--- src/logic/cps_config_map.vh ---
// What this block does
// RL1: With the retain bit at 0 the loop length is cleared on chip-select rise ending a stream.
// RL2: CRC checking is on only while the enable field is 0x1 and the inverted field is 0x2.
// RL3: A frame started before the device is ready sets status bit 7, cleared by writing 1.
// RL4: A frame with a wrong number of clock edges sets status bit 4, a plain read/write bit.
// RL5: With CRC on, a received checksum that mismatches sets status bit 3, cleared by 1.
// RL6: A write to a register holding only read-only bits sets status bit 2, cleared by 1.
// RL7: Access to an undefined address sets status bit 0, cleared by writing 1.
// RL8: In 4-wire mode read data leaves on the config output pin, or on lane 0 when selected.
// RL9: A nonzero loop length returns streaming to the start address after that many bytes.
// RL10: The main status register shows the OR of all serial port status bits.
// RL11: Reserved bits read as zero and writes to them change nothing.
`ifndef CPS_CONFIG_MAP_VH
`define CPS_CONFIG_MAP_VH

`define CPS_ADDR_W            15
`define CPS_ADDR_LOOP_SIZE    15'h000E
`define CPS_ADDR_LOOP_CTRL    15'h000F
`define CPS_ADDR_CRC_CFG      15'h0010
`define CPS_ADDR_ERR_STATUS   15'h0011
`define CPS_ADDR_PIN_SEL      15'h0014
`define CPS_ADDR_DEV_STATUS   15'h0020

`define CPS_RST_LOOP_SIZE     8'h00
`define CPS_RST_LOOP_CTRL     8'h00
`define CPS_RST_CRC_CFG       8'h03
`define CPS_RST_ERR_STATUS    8'h00
`define CPS_RST_PIN_SEL       8'h00

`define CPS_KEEP_LOOP_BIT     2
`define CPS_CRC_EN_HI         7
`define CPS_CRC_EN_LO         6
`define CPS_CRC_EN_N_HI       1
`define CPS_CRC_EN_N_LO       0
`define CPS_CRC_EN_ON         2'h1
`define CPS_CRC_EN_N_ON       2'h2
`define CPS_OUT_SEL_BIT       0
`define CPS_DEV_SPI_FLAG_BIT  3

`define CPS_ST_NOT_READY      7
`define CPS_ST_EDGE_COUNT     4
`define CPS_ST_CRC_MISMATCH   3
`define CPS_ST_RO_WRITE       2
`define CPS_ST_BAD_ADDR       0
`define CPS_ST_W1C_MASK       8'h8D
`define CPS_ST_USED_MASK      8'h9D

`define CPS_CRC_POLY          8'h07
`define CPS_INSTR_LAST        4'hF
`define CPS_BYTE_LAST         4'h7

`endif

--- src/logic/cps_config_port.v ---
`timescale 1ns/1ps
`include "cps_config_map.vh"
module cps_config_port (
    input  wire clk,
    input  wire rst_b,
    input  wire config_serial_clock,
    input  wire config_chip_select_b,
    input  wire config_serial_in,
    input  wire dev_ready,
    input  wire four_wire_mode,
    input  wire sample_lane0_in,
    input  wire sample_lane0_oe_in,
    output reg  config_serial_out,
    output reg  config_serial_out_oe,
    output reg  sample_serial_out_lane0,
    output reg  sample_serial_out_lane0_oe,
    output reg  crc_check_active,
    output reg  serial_port_error
);
    wire [2:0]  pin_q;
    wire [2:0]  pin_q_d;
    reg  [7:0]  loop_size_reg;
    reg  [7:0]  loop_ctrl_reg;
    reg  [7:0]  crc_cfg_reg;
    reg  [7:0]  status_reg;
    reg  [7:0]  status_next;
    reg  [7:0]  pin_sel_reg;
    reg         act_reg;
    reg         instr_done_reg;
    reg         rd_reg;
    reg         crc_ph_reg;
    reg         any_byte_reg;
    reg  [3:0]  cnt_reg;
    reg  [15:0] shin_reg;
    reg  [7:0]  hold_reg;
    reg  [7:0]  shout_reg;
    reg         out_bit_reg;
    reg  [7:0]  loop_cnt_reg;
    reg  [`CPS_ADDR_W-1:0] addr_reg;
    reg  [`CPS_ADDR_W-1:0] start_reg;
    reg  [`CPS_ADDR_W-1:0] addr_next;
    reg  [15:0] sh_next;
    reg  [7:0]  wdata;
    reg  [7:0]  st_set;
    reg  [7:0]  st_clr;
    reg         bit_ev;
    reg         byte_done;
    reg         acc_done;
    reg         crc_bad;
    reg         commit;
    reg         crc_on;
    reg         wrap;

    cps_pin_sync #(
        .W (3)
    ) u_sync (
        .clk   (clk),
        .rst_b (rst_b),
        .din   ({config_serial_in, ~config_chip_select_b, config_serial_clock}),
        .q     (pin_q),
        .q_d   (pin_q_d)
    );

    wire sck_rise = pin_q[0] & ~pin_q_d[0];
    wire sck_fall = ~pin_q[0] & pin_q_d[0];
    // Select synced active high, reset level is idle
    wire cs_fall  = pin_q[1] & ~pin_q_d[1];
    wire cs_rise  = ~pin_q[1] & pin_q_d[1];
    wire sdi      = pin_q[2];

    function is_def;
        input [`CPS_ADDR_W-1:0] a;
        begin
            is_def = (a == `CPS_ADDR_LOOP_SIZE) || (a == `CPS_ADDR_LOOP_CTRL) ||
                     (a == `CPS_ADDR_CRC_CFG) || (a == `CPS_ADDR_ERR_STATUS) ||
                     (a == `CPS_ADDR_PIN_SEL) || (a == `CPS_ADDR_DEV_STATUS);
        end
    endfunction

    function is_ro;
        input [`CPS_ADDR_W-1:0] a;
        begin
            is_ro = (a == `CPS_ADDR_DEV_STATUS);
        end
    endfunction

    // Register read image
    function [7:0] rd_val;
        input [`CPS_ADDR_W-1:0] a;
        begin
            case (a)
                `CPS_ADDR_LOOP_SIZE:  rd_val = loop_size_reg;
                `CPS_ADDR_LOOP_CTRL:  rd_val = loop_ctrl_reg;
                `CPS_ADDR_CRC_CFG:    rd_val = crc_cfg_reg;
                `CPS_ADDR_ERR_STATUS: rd_val = status_reg;
                `CPS_ADDR_PIN_SEL:    rd_val = pin_sel_reg;
                // RL10 error summary
                `CPS_ADDR_DEV_STATUS: rd_val = {4'h0, |status_reg, 3'h0};
                default:              rd_val = 8'h00;
            endcase
        end
    endfunction

    function [7:0] crc8;
        input [15:0] d;
        integer i;
        reg [7:0] c;
        begin
            c = 8'h00;
            for (i = 15; i >= 0; i = i - 1)
            begin
                if (c[7] ^ d[i])
                    c = {c[6:0], 1'b0} ^ `CPS_CRC_POLY;
                else
                    c = {c[6:0], 1'b0};
            end
            crc8 = c;
        end
    endfunction

    always @*
    begin
        // RL2 enable pair
        crc_on    = (crc_cfg_reg[`CPS_CRC_EN_HI:`CPS_CRC_EN_LO] == `CPS_CRC_EN_ON) &&
                    (crc_cfg_reg[`CPS_CRC_EN_N_HI:`CPS_CRC_EN_N_LO] == `CPS_CRC_EN_N_ON);
        sh_next   = {shin_reg[14:0], sdi};
        bit_ev    = act_reg & sck_rise;
        byte_done = bit_ev & instr_done_reg & (cnt_reg == `CPS_BYTE_LAST);
        acc_done  = byte_done & (crc_on ? crc_ph_reg : 1'b1);
        wdata     = crc_on ? hold_reg : sh_next[7:0];
        // RL5 checksum compare
        crc_bad   = byte_done & crc_on & crc_ph_reg &
                    (sh_next[7:0] != crc8({addr_reg[7:0], hold_reg}));
        commit    = acc_done & ~rd_reg & ~crc_bad & is_def(addr_reg) & ~is_ro(addr_reg);
        // RL9 loop back to start
        wrap      = (loop_size_reg != 8'h00) && ((loop_cnt_reg + 8'h01) == loop_size_reg);
        addr_next = wrap ? start_reg : addr_reg + 15'h0001;
        st_set    = 8'h00;
        // RL7 undefined address
        st_set[`CPS_ST_BAD_ADDR]     = acc_done & ~is_def(addr_reg);
        // RL6 read-only write
        st_set[`CPS_ST_RO_WRITE]     = acc_done & ~rd_reg & is_ro(addr_reg);
        st_set[`CPS_ST_CRC_MISMATCH] = crc_bad;
        // RL4 edge tally
        st_set[`CPS_ST_EDGE_COUNT]   = cs_rise & act_reg & (~instr_done_reg | ~any_byte_reg |
                                       (cnt_reg != 4'h0) | crc_ph_reg);
        // RL3 early access
        st_set[`CPS_ST_NOT_READY]    = cs_fall & ~dev_ready;
        st_clr = 8'h00;
        if (commit && (addr_reg == `CPS_ADDR_ERR_STATUS))
            st_clr = wdata & `CPS_ST_W1C_MASK;
        // Set wins over clear
        status_next = (status_reg & ~st_clr) | st_set;
        if (commit && (addr_reg == `CPS_ADDR_ERR_STATUS))
            status_next[`CPS_ST_EDGE_COUNT] = wdata[`CPS_ST_EDGE_COUNT] |
                                              st_set[`CPS_ST_EDGE_COUNT];
        status_next = status_next & `CPS_ST_USED_MASK;
    end

    always @(posedge clk or negedge rst_b)
    begin
        if (!rst_b)
        begin
            loop_size_reg  <= `CPS_RST_LOOP_SIZE;
            loop_ctrl_reg  <= `CPS_RST_LOOP_CTRL;
            crc_cfg_reg    <= `CPS_RST_CRC_CFG;
            status_reg     <= `CPS_RST_ERR_STATUS;
            pin_sel_reg    <= `CPS_RST_PIN_SEL;
            act_reg        <= 1'b0;
            instr_done_reg <= 1'b0;
            rd_reg         <= 1'b0;
            crc_ph_reg     <= 1'b0;
            any_byte_reg   <= 1'b0;
            cnt_reg        <= 4'h0;
            shin_reg       <= 16'h0000;
            hold_reg       <= 8'h00;
            shout_reg      <= 8'h00;
            out_bit_reg    <= 1'b0;
            loop_cnt_reg   <= 8'h00;
            addr_reg       <= 15'h0000;
            start_reg      <= 15'h0000;
        end
        else
        begin
            status_reg <= status_next;
            // RL11 reserved bits kept zero
            if (commit)
            begin
                case (addr_reg)
                    `CPS_ADDR_LOOP_SIZE: loop_size_reg <= wdata;
                    `CPS_ADDR_LOOP_CTRL: loop_ctrl_reg <= wdata & 8'h04;
                    `CPS_ADDR_CRC_CFG:   crc_cfg_reg   <= wdata & 8'hC3;
                    `CPS_ADDR_PIN_SEL:   pin_sel_reg   <= wdata & 8'h01;
                    default:             loop_size_reg <= loop_size_reg;
                endcase
            end
            if (bit_ev)
            begin
                shin_reg <= sh_next;
                if (!instr_done_reg)
                begin
                    if (cnt_reg == `CPS_INSTR_LAST)
                    begin
                        instr_done_reg <= 1'b1;
                        rd_reg         <= sh_next[15];
                        addr_reg       <= sh_next[14:0];
                        start_reg      <= sh_next[14:0];
                        shout_reg      <= sh_next[15] ? rd_val(sh_next[14:0]) : 8'h00;
                        cnt_reg        <= 4'h0;
                    end
                    else
                        cnt_reg <= cnt_reg + 4'h1;
                end
                else if (cnt_reg == `CPS_BYTE_LAST)
                begin
                    cnt_reg <= 4'h0;
                    if (crc_on && !crc_ph_reg)
                    begin
                        crc_ph_reg <= 1'b1;
                        hold_reg   <= sh_next[7:0];
                        shout_reg  <= 8'h00;
                    end
                    else
                    begin
                        crc_ph_reg   <= 1'b0;
                        any_byte_reg <= 1'b1;
                        addr_reg     <= addr_next;
                        loop_cnt_reg <= wrap ? 8'h00 : loop_cnt_reg + 8'h01;
                        shout_reg    <= rd_reg ? rd_val(addr_next) : 8'h00;
                    end
                end
                else
                    cnt_reg <= cnt_reg + 4'h1;
            end
            if (act_reg && sck_fall && instr_done_reg && rd_reg)
            begin
                out_bit_reg <= shout_reg[7];
                shout_reg   <= {shout_reg[6:0], 1'b0};
            end
            if (cs_fall)
            begin
                act_reg        <= dev_ready;
                instr_done_reg <= 1'b0;
                rd_reg         <= 1'b0;
                crc_ph_reg     <= 1'b0;
                any_byte_reg   <= 1'b0;
                cnt_reg        <= 4'h0;
                loop_cnt_reg   <= 8'h00;
                out_bit_reg    <= 1'b0;
            end
            if (cs_rise)
            begin
                act_reg <= 1'b0;
                // RL1 loop length clear
                if (act_reg && any_byte_reg && !loop_ctrl_reg[`CPS_KEEP_LOOP_BIT])
                    loop_size_reg <= 8'h00;
            end
        end
    end

    wire rd_drive = act_reg & instr_done_reg & rd_reg & four_wire_mode;
    wire on_lane0 = pin_sel_reg[`CPS_OUT_SEL_BIT];

    always @(posedge clk or negedge rst_b)
    begin
        if (!rst_b)
        begin
            config_serial_out          <= 1'b0;
            config_serial_out_oe       <= 1'b0;
            sample_serial_out_lane0    <= 1'b0;
            sample_serial_out_lane0_oe <= 1'b0;
            crc_check_active           <= 1'b0;
            serial_port_error          <= 1'b0;
        end
        else
        begin
            // RL8 readback pin choice
            config_serial_out          <= out_bit_reg & ~on_lane0;
            config_serial_out_oe       <= rd_drive & ~on_lane0;
            sample_serial_out_lane0    <= (rd_drive & on_lane0) ? out_bit_reg : sample_lane0_in;
            sample_serial_out_lane0_oe <= (rd_drive & on_lane0) | sample_lane0_oe_in;
            crc_check_active           <= crc_on;
            serial_port_error          <= |status_reg;
        end
    end
endmodule

--- src/logic/cps_pin_sync.v ---
`timescale 1ns/1ps
module cps_pin_sync #(
    parameter W = 3
) (
    input  wire         clk,
    input  wire         rst_b,
    input  wire [W-1:0] din,
    output reg  [W-1:0] q,
    output reg  [W-1:0] q_d
);
    reg [W-1:0] meta_reg;

    always @(posedge clk or negedge rst_b)
    begin
        if (!rst_b)
        begin
            meta_reg <= {W{1'b0}};
            q        <= {W{1'b0}};
            q_d      <= {W{1'b0}};
        end
        else
        begin
            meta_reg <= din;
            q        <= meta_reg;
            q_d      <= q;
        end
    end
endmodule

--- config.mk ---
export PLATFORM = sky130hd
export DESIGN_NAME = cps_config_port
export DESIGN_NICKNAME = d
export VERILOG_FILES = /design/src/logic/cps_config_port.v /design/src/logic/cps_pin_sync.v
export VERILOG_INCLUDE_DIRS = /design/src /design/src/logic
export SDC_FILE = /design/constraint.sdc
export NUM_CORES = 1
export LEC_CHECK = 0
export BUFFER_PORTS_ARGS = -buffer_cell sky130_fd_sc_hd__buf_2
export CAP_MARGIN = 20
export CORE_UTILIZATION = 25
export DETAILED_ROUTE_END_ITERATION = 16
export GPL_ROUTABILITY_DRIVEN = 0
export PLACE_DENSITY = 0.47
export REMOVE_ABC_BUFFERS = 1
export SYNTH_ARGS = -nofsm -noshare
export SYNTH_HDL_FRONTEND = slang
export SYNTH_SLANG_ARGS = --single-unit
export TNS_END_PERCENT = 20
--- constraint.sdc ---
create_clock -name clk -period 4.1 [get_ports clk]
set_input_delay 0.82 -clock clk [delete_from_list [all_inputs] [get_ports clk]]
set_output_delay 0.82 -clock clk [all_outputs]
set_load 0.005 [all_outputs]
==> flow_metrics.py <==
metrics = {
    "worst_setup_path": {
        "cp.arrival_ps": 3710,
        "setup.worst_path.start_class": "register",
        "crit_type": "register to register",
        "cp-end-kind": "register",
        "worstPathMaxFanout": 8,
        "required_ps": 4350,
    },
    "clocking": {
        "cts_tree": "done",
        "root_buffer": "clkbuf_16",
        "post_cts_resized": 0,
        "post_cts_buffers": 0,
        "cts_buffers": 9,
        "clk_pin_slew_ps": 80,
        "worstSkewPairLatency_ps": 370,
        "clk_path_buf_depth": 2,
        "ctsHoldBuffers": 0,
        "cts_sinks": 112,
        "htreeDepth": 3,
    },
    "sta": {
        "final-hold-violation-count": 0,
        "rsz0062_at_grt": "no",
        "fin_crit_sh": 0.844,
        "setup_violations": 0,
        "fin_worst_skew_ps": 14.0,
        "slew_headroom": 0.442,
        "worstMarginPinSlew_ps": 837,
        "min_period_ps": 3460,
        "fmax_ghz": 0.289,
        "drv_slew": 0,
    },
    "placement": {
        "portBuffers": 14,
        "place_area_sq_um": 7550,
        "dp_hpwl_um": 14400,
        "dp.cells": 1129,
    },
    "finish": {
        "finalNetCount": 791,
        "n_antenna_cell": 0,
        "filler_cell_count": 3006,
        "design_area_sq_um": 7860,
        "drive_gt1_frac": 0.116,
        "syn2layout_area_growth_pct": 11.6,
        "instances_no_fill": 1145,
    },
    "pwr": {
        "ir_drop_uv": 194,
        "power_density_nw_per_um2": 318,
        "pwr-share-seq": 0.489,
        "p_int_mw": 1.77,
        "leakagePower_nw": 3.48,
        "switchingPower_mw": 0.730,
        "combPwrFrac": 0.133,
        "clock_power_share": 0.379,
        "p_sw_frac": 0.292,
    },
    "hold_path": {
        "min_path_type": "register to register",
    },
    "logic_synthesis": {
        "syn_area_sq_um": 7040,
        "netlist_instances": 770,
        "synthArstFlopShare": 1.00,
        "avgSynthCellArea_sq_um": 9.15,
        "yosys-top-cells-count": "111 x nand2_1, 110 x dfrtp_1, 74 x nor2_1",
        "synth_edf_count": 0,
        "netlist.area_leader.share": 0.391,
        "ys.flop_type": "dfrtp_1",
        "yosysMostFrequentCell": "nand2_1",
        "seq_area_frac_synth": 0.398,
        "synth_top_area_cell": "dfrtp_1",
        "yosysWarnings": 0,
        "synthTopCellsByArea": "dfrtp_1 39%, nand2_1 5.9%, mux2_2 5.1%",
        "synth_cell_types": 63,
        "synth-seq-cells": 112,
    },
    "drt": {
        "vias": 5575,
        "drt_iter0_markers": 385,
        "route.final.wire_length_um": 19800,
        "ant_nets": 0,
        "via_per_inst": 4.87,
        "firstDrtPassIters": 7,
        "drc": 0,
        "wl_per_cell_um": 17.3,
    },
    "global_routing": {
        "grt_pass1_vias": 5307,
        "grt_overflow": 0,
        "track_usage": 0.144,
        "antenna_found_initial": 0,
        "grt_max_degree": 62,
        "grt_pass1_wl_um": 31800,
    },
    "floorplan": {
        "rows": 61,
        "die_area_sq_um": 28800,
        "ioPinCount": 15,
        "core-area_sq_um": 27800,
        "dieHeight_um": 170,
        "fp.dieW_um": 170,
        "start_util": 0.254,
    },
    "run": {
        "maxCapViolCount": 0,
    },
    "status": {
        "status": "complete, no violations",
    },
}
kinds of logic (layout without fill, tap and decap cells):
| family | Yosys count | in the layout | share of synthesized area |
|---|---|---|---|
| fa+ha+maj | 21 | 21 | 0.0370 |
| mux | 64 | 64 | 0.0966 |
| simple gates | 331 | 331 | 0.229 |
| flops | 112 | 112 | 0.398 |
| xor+xnor | 48 | 48 | 0.0824 |
| buf+inv | 69 | 66 | 0.0370 |
| compound gates | 125 | 125 | 0.119 |
path summary, 6_finish.rpt:
kind / start / to / slack (ps) / cells after the start
max: addr_reg[5]$_DFFE_PN0P_ / status_reg[2]$_DFF_PN0_ / 640 / 9
min: u_sync.meta_reg[2]$_DFF_PN0_ / u_sync.q[2]$_DFF_PN0_ / 350 / 0
max reg2reg: addr_reg[5]$_DFFE_PN0P_ / status_reg[2]$_DFF_PN0_ / 640 / 9
min reg2reg: u_sync.meta_reg[2]$_DFF_PN0_ / u_sync.q[2]$_DFF_PN0_ / 350 / 0
max in group asynchronous: rst_b / crc_cfg_reg[0]$_DFFE_PN1P_ / 2710 / 2
min in group asynchronous: rst_b / addr_reg[3]$_DFFE_PN0P_ / 570 / 1
layout make-up:
cell class	count	area, sq um	share of cell area
Multi-Input combinational cell	589	4000	0.509
Sequential cell	112	2810	0.357
Tap cell	378	473	0.0602
Clock buffer	11	243	0.0309
Timing Repair Buffer	29	198	0.0252
Inverter	21	78.8	0.0100
Clock inverter	5	61.3	0.00780
placed cells by master, fill, tap and decap left out, types with 3 or more instances in the layout:
cell,count
mux2_2,32
nand2b_1,8
nor4_1,13
inv_1,21
xnor2_1,27
nand4b_1,3
and4b_1,3
mux2i_1,32
and3_1,12
or4_1,6
a22o_1,8
a22oi_1,5
or3_1,8
buf_4,15
xor2_1,9
nand4_1,14
ha_1,20
a311o_1,3
nor2_1,74
o31ai_1,5
buf_2,13
nand2_1,111
nand3_1,30
dfrtp_1,110
nor3_1,20
o211ai_1,5
a211oi_1,5
a21o_1,3
clkbuf_16,9
a21oi_1,35
o21a_1,6
xnor3_1,10
nor2b_1,9
and2_1,4
o21ai_0,24
or2_2,4
a31oi_1,4
and4_1,4
power by group through the flow:
stage                     Combinational (mW)  Sequential, mW  Clock [mW]
final                                  0.331            1.22       0.946
after global routing                   0.370            1.23        1.01
after CTS                              0.335            1.22       0.975
after detailed placement               0.334            1.24           0
after global placement                 0.336            1.24           0
after floorplan                        0.191            1.22           0
worst max-delay path, cell delays in order, from the launching register on:
cell and delay, ps:
dfrtp_1 500, ha_1 360, xnor3_1 380, xor3_1 420, or3_1 380, a22oi_2 180
a31oi_2 180, or4b_4 590, nand2b_1 160, a32o_1 200
through the flow:
stage | hold slack, ps | utilization | setup TNS (ps) | total power [mW] | setup WS (ps)
6_report | 352 | 0.283 | 0 | 2.50 | 642
2_1_floorplan | 331 | - | -344 | 1.41 | -202
3_3_place_gp | 332 | 0.272 | 0 | 1.58 | 676
3_5_place_dp | 336 | 0.272 | 0 | 1.58 | 662
5_1_grt | 362 | 0.283 | 0 | 2.61 | 491
4_1_cts | 353 | 0.283 | 0 | 2.53 | 635
routing by layer:
layer	up-vias	global-route usage	routed length, um
met5	-	0	0
met4	0	0.0356	284
met3	19	0.0205	479
met2	82	0.229	9250
met1	2770	0.203	9790
li1	2704	-	-
Note: power is estimated with default switching activity, not from simulation.
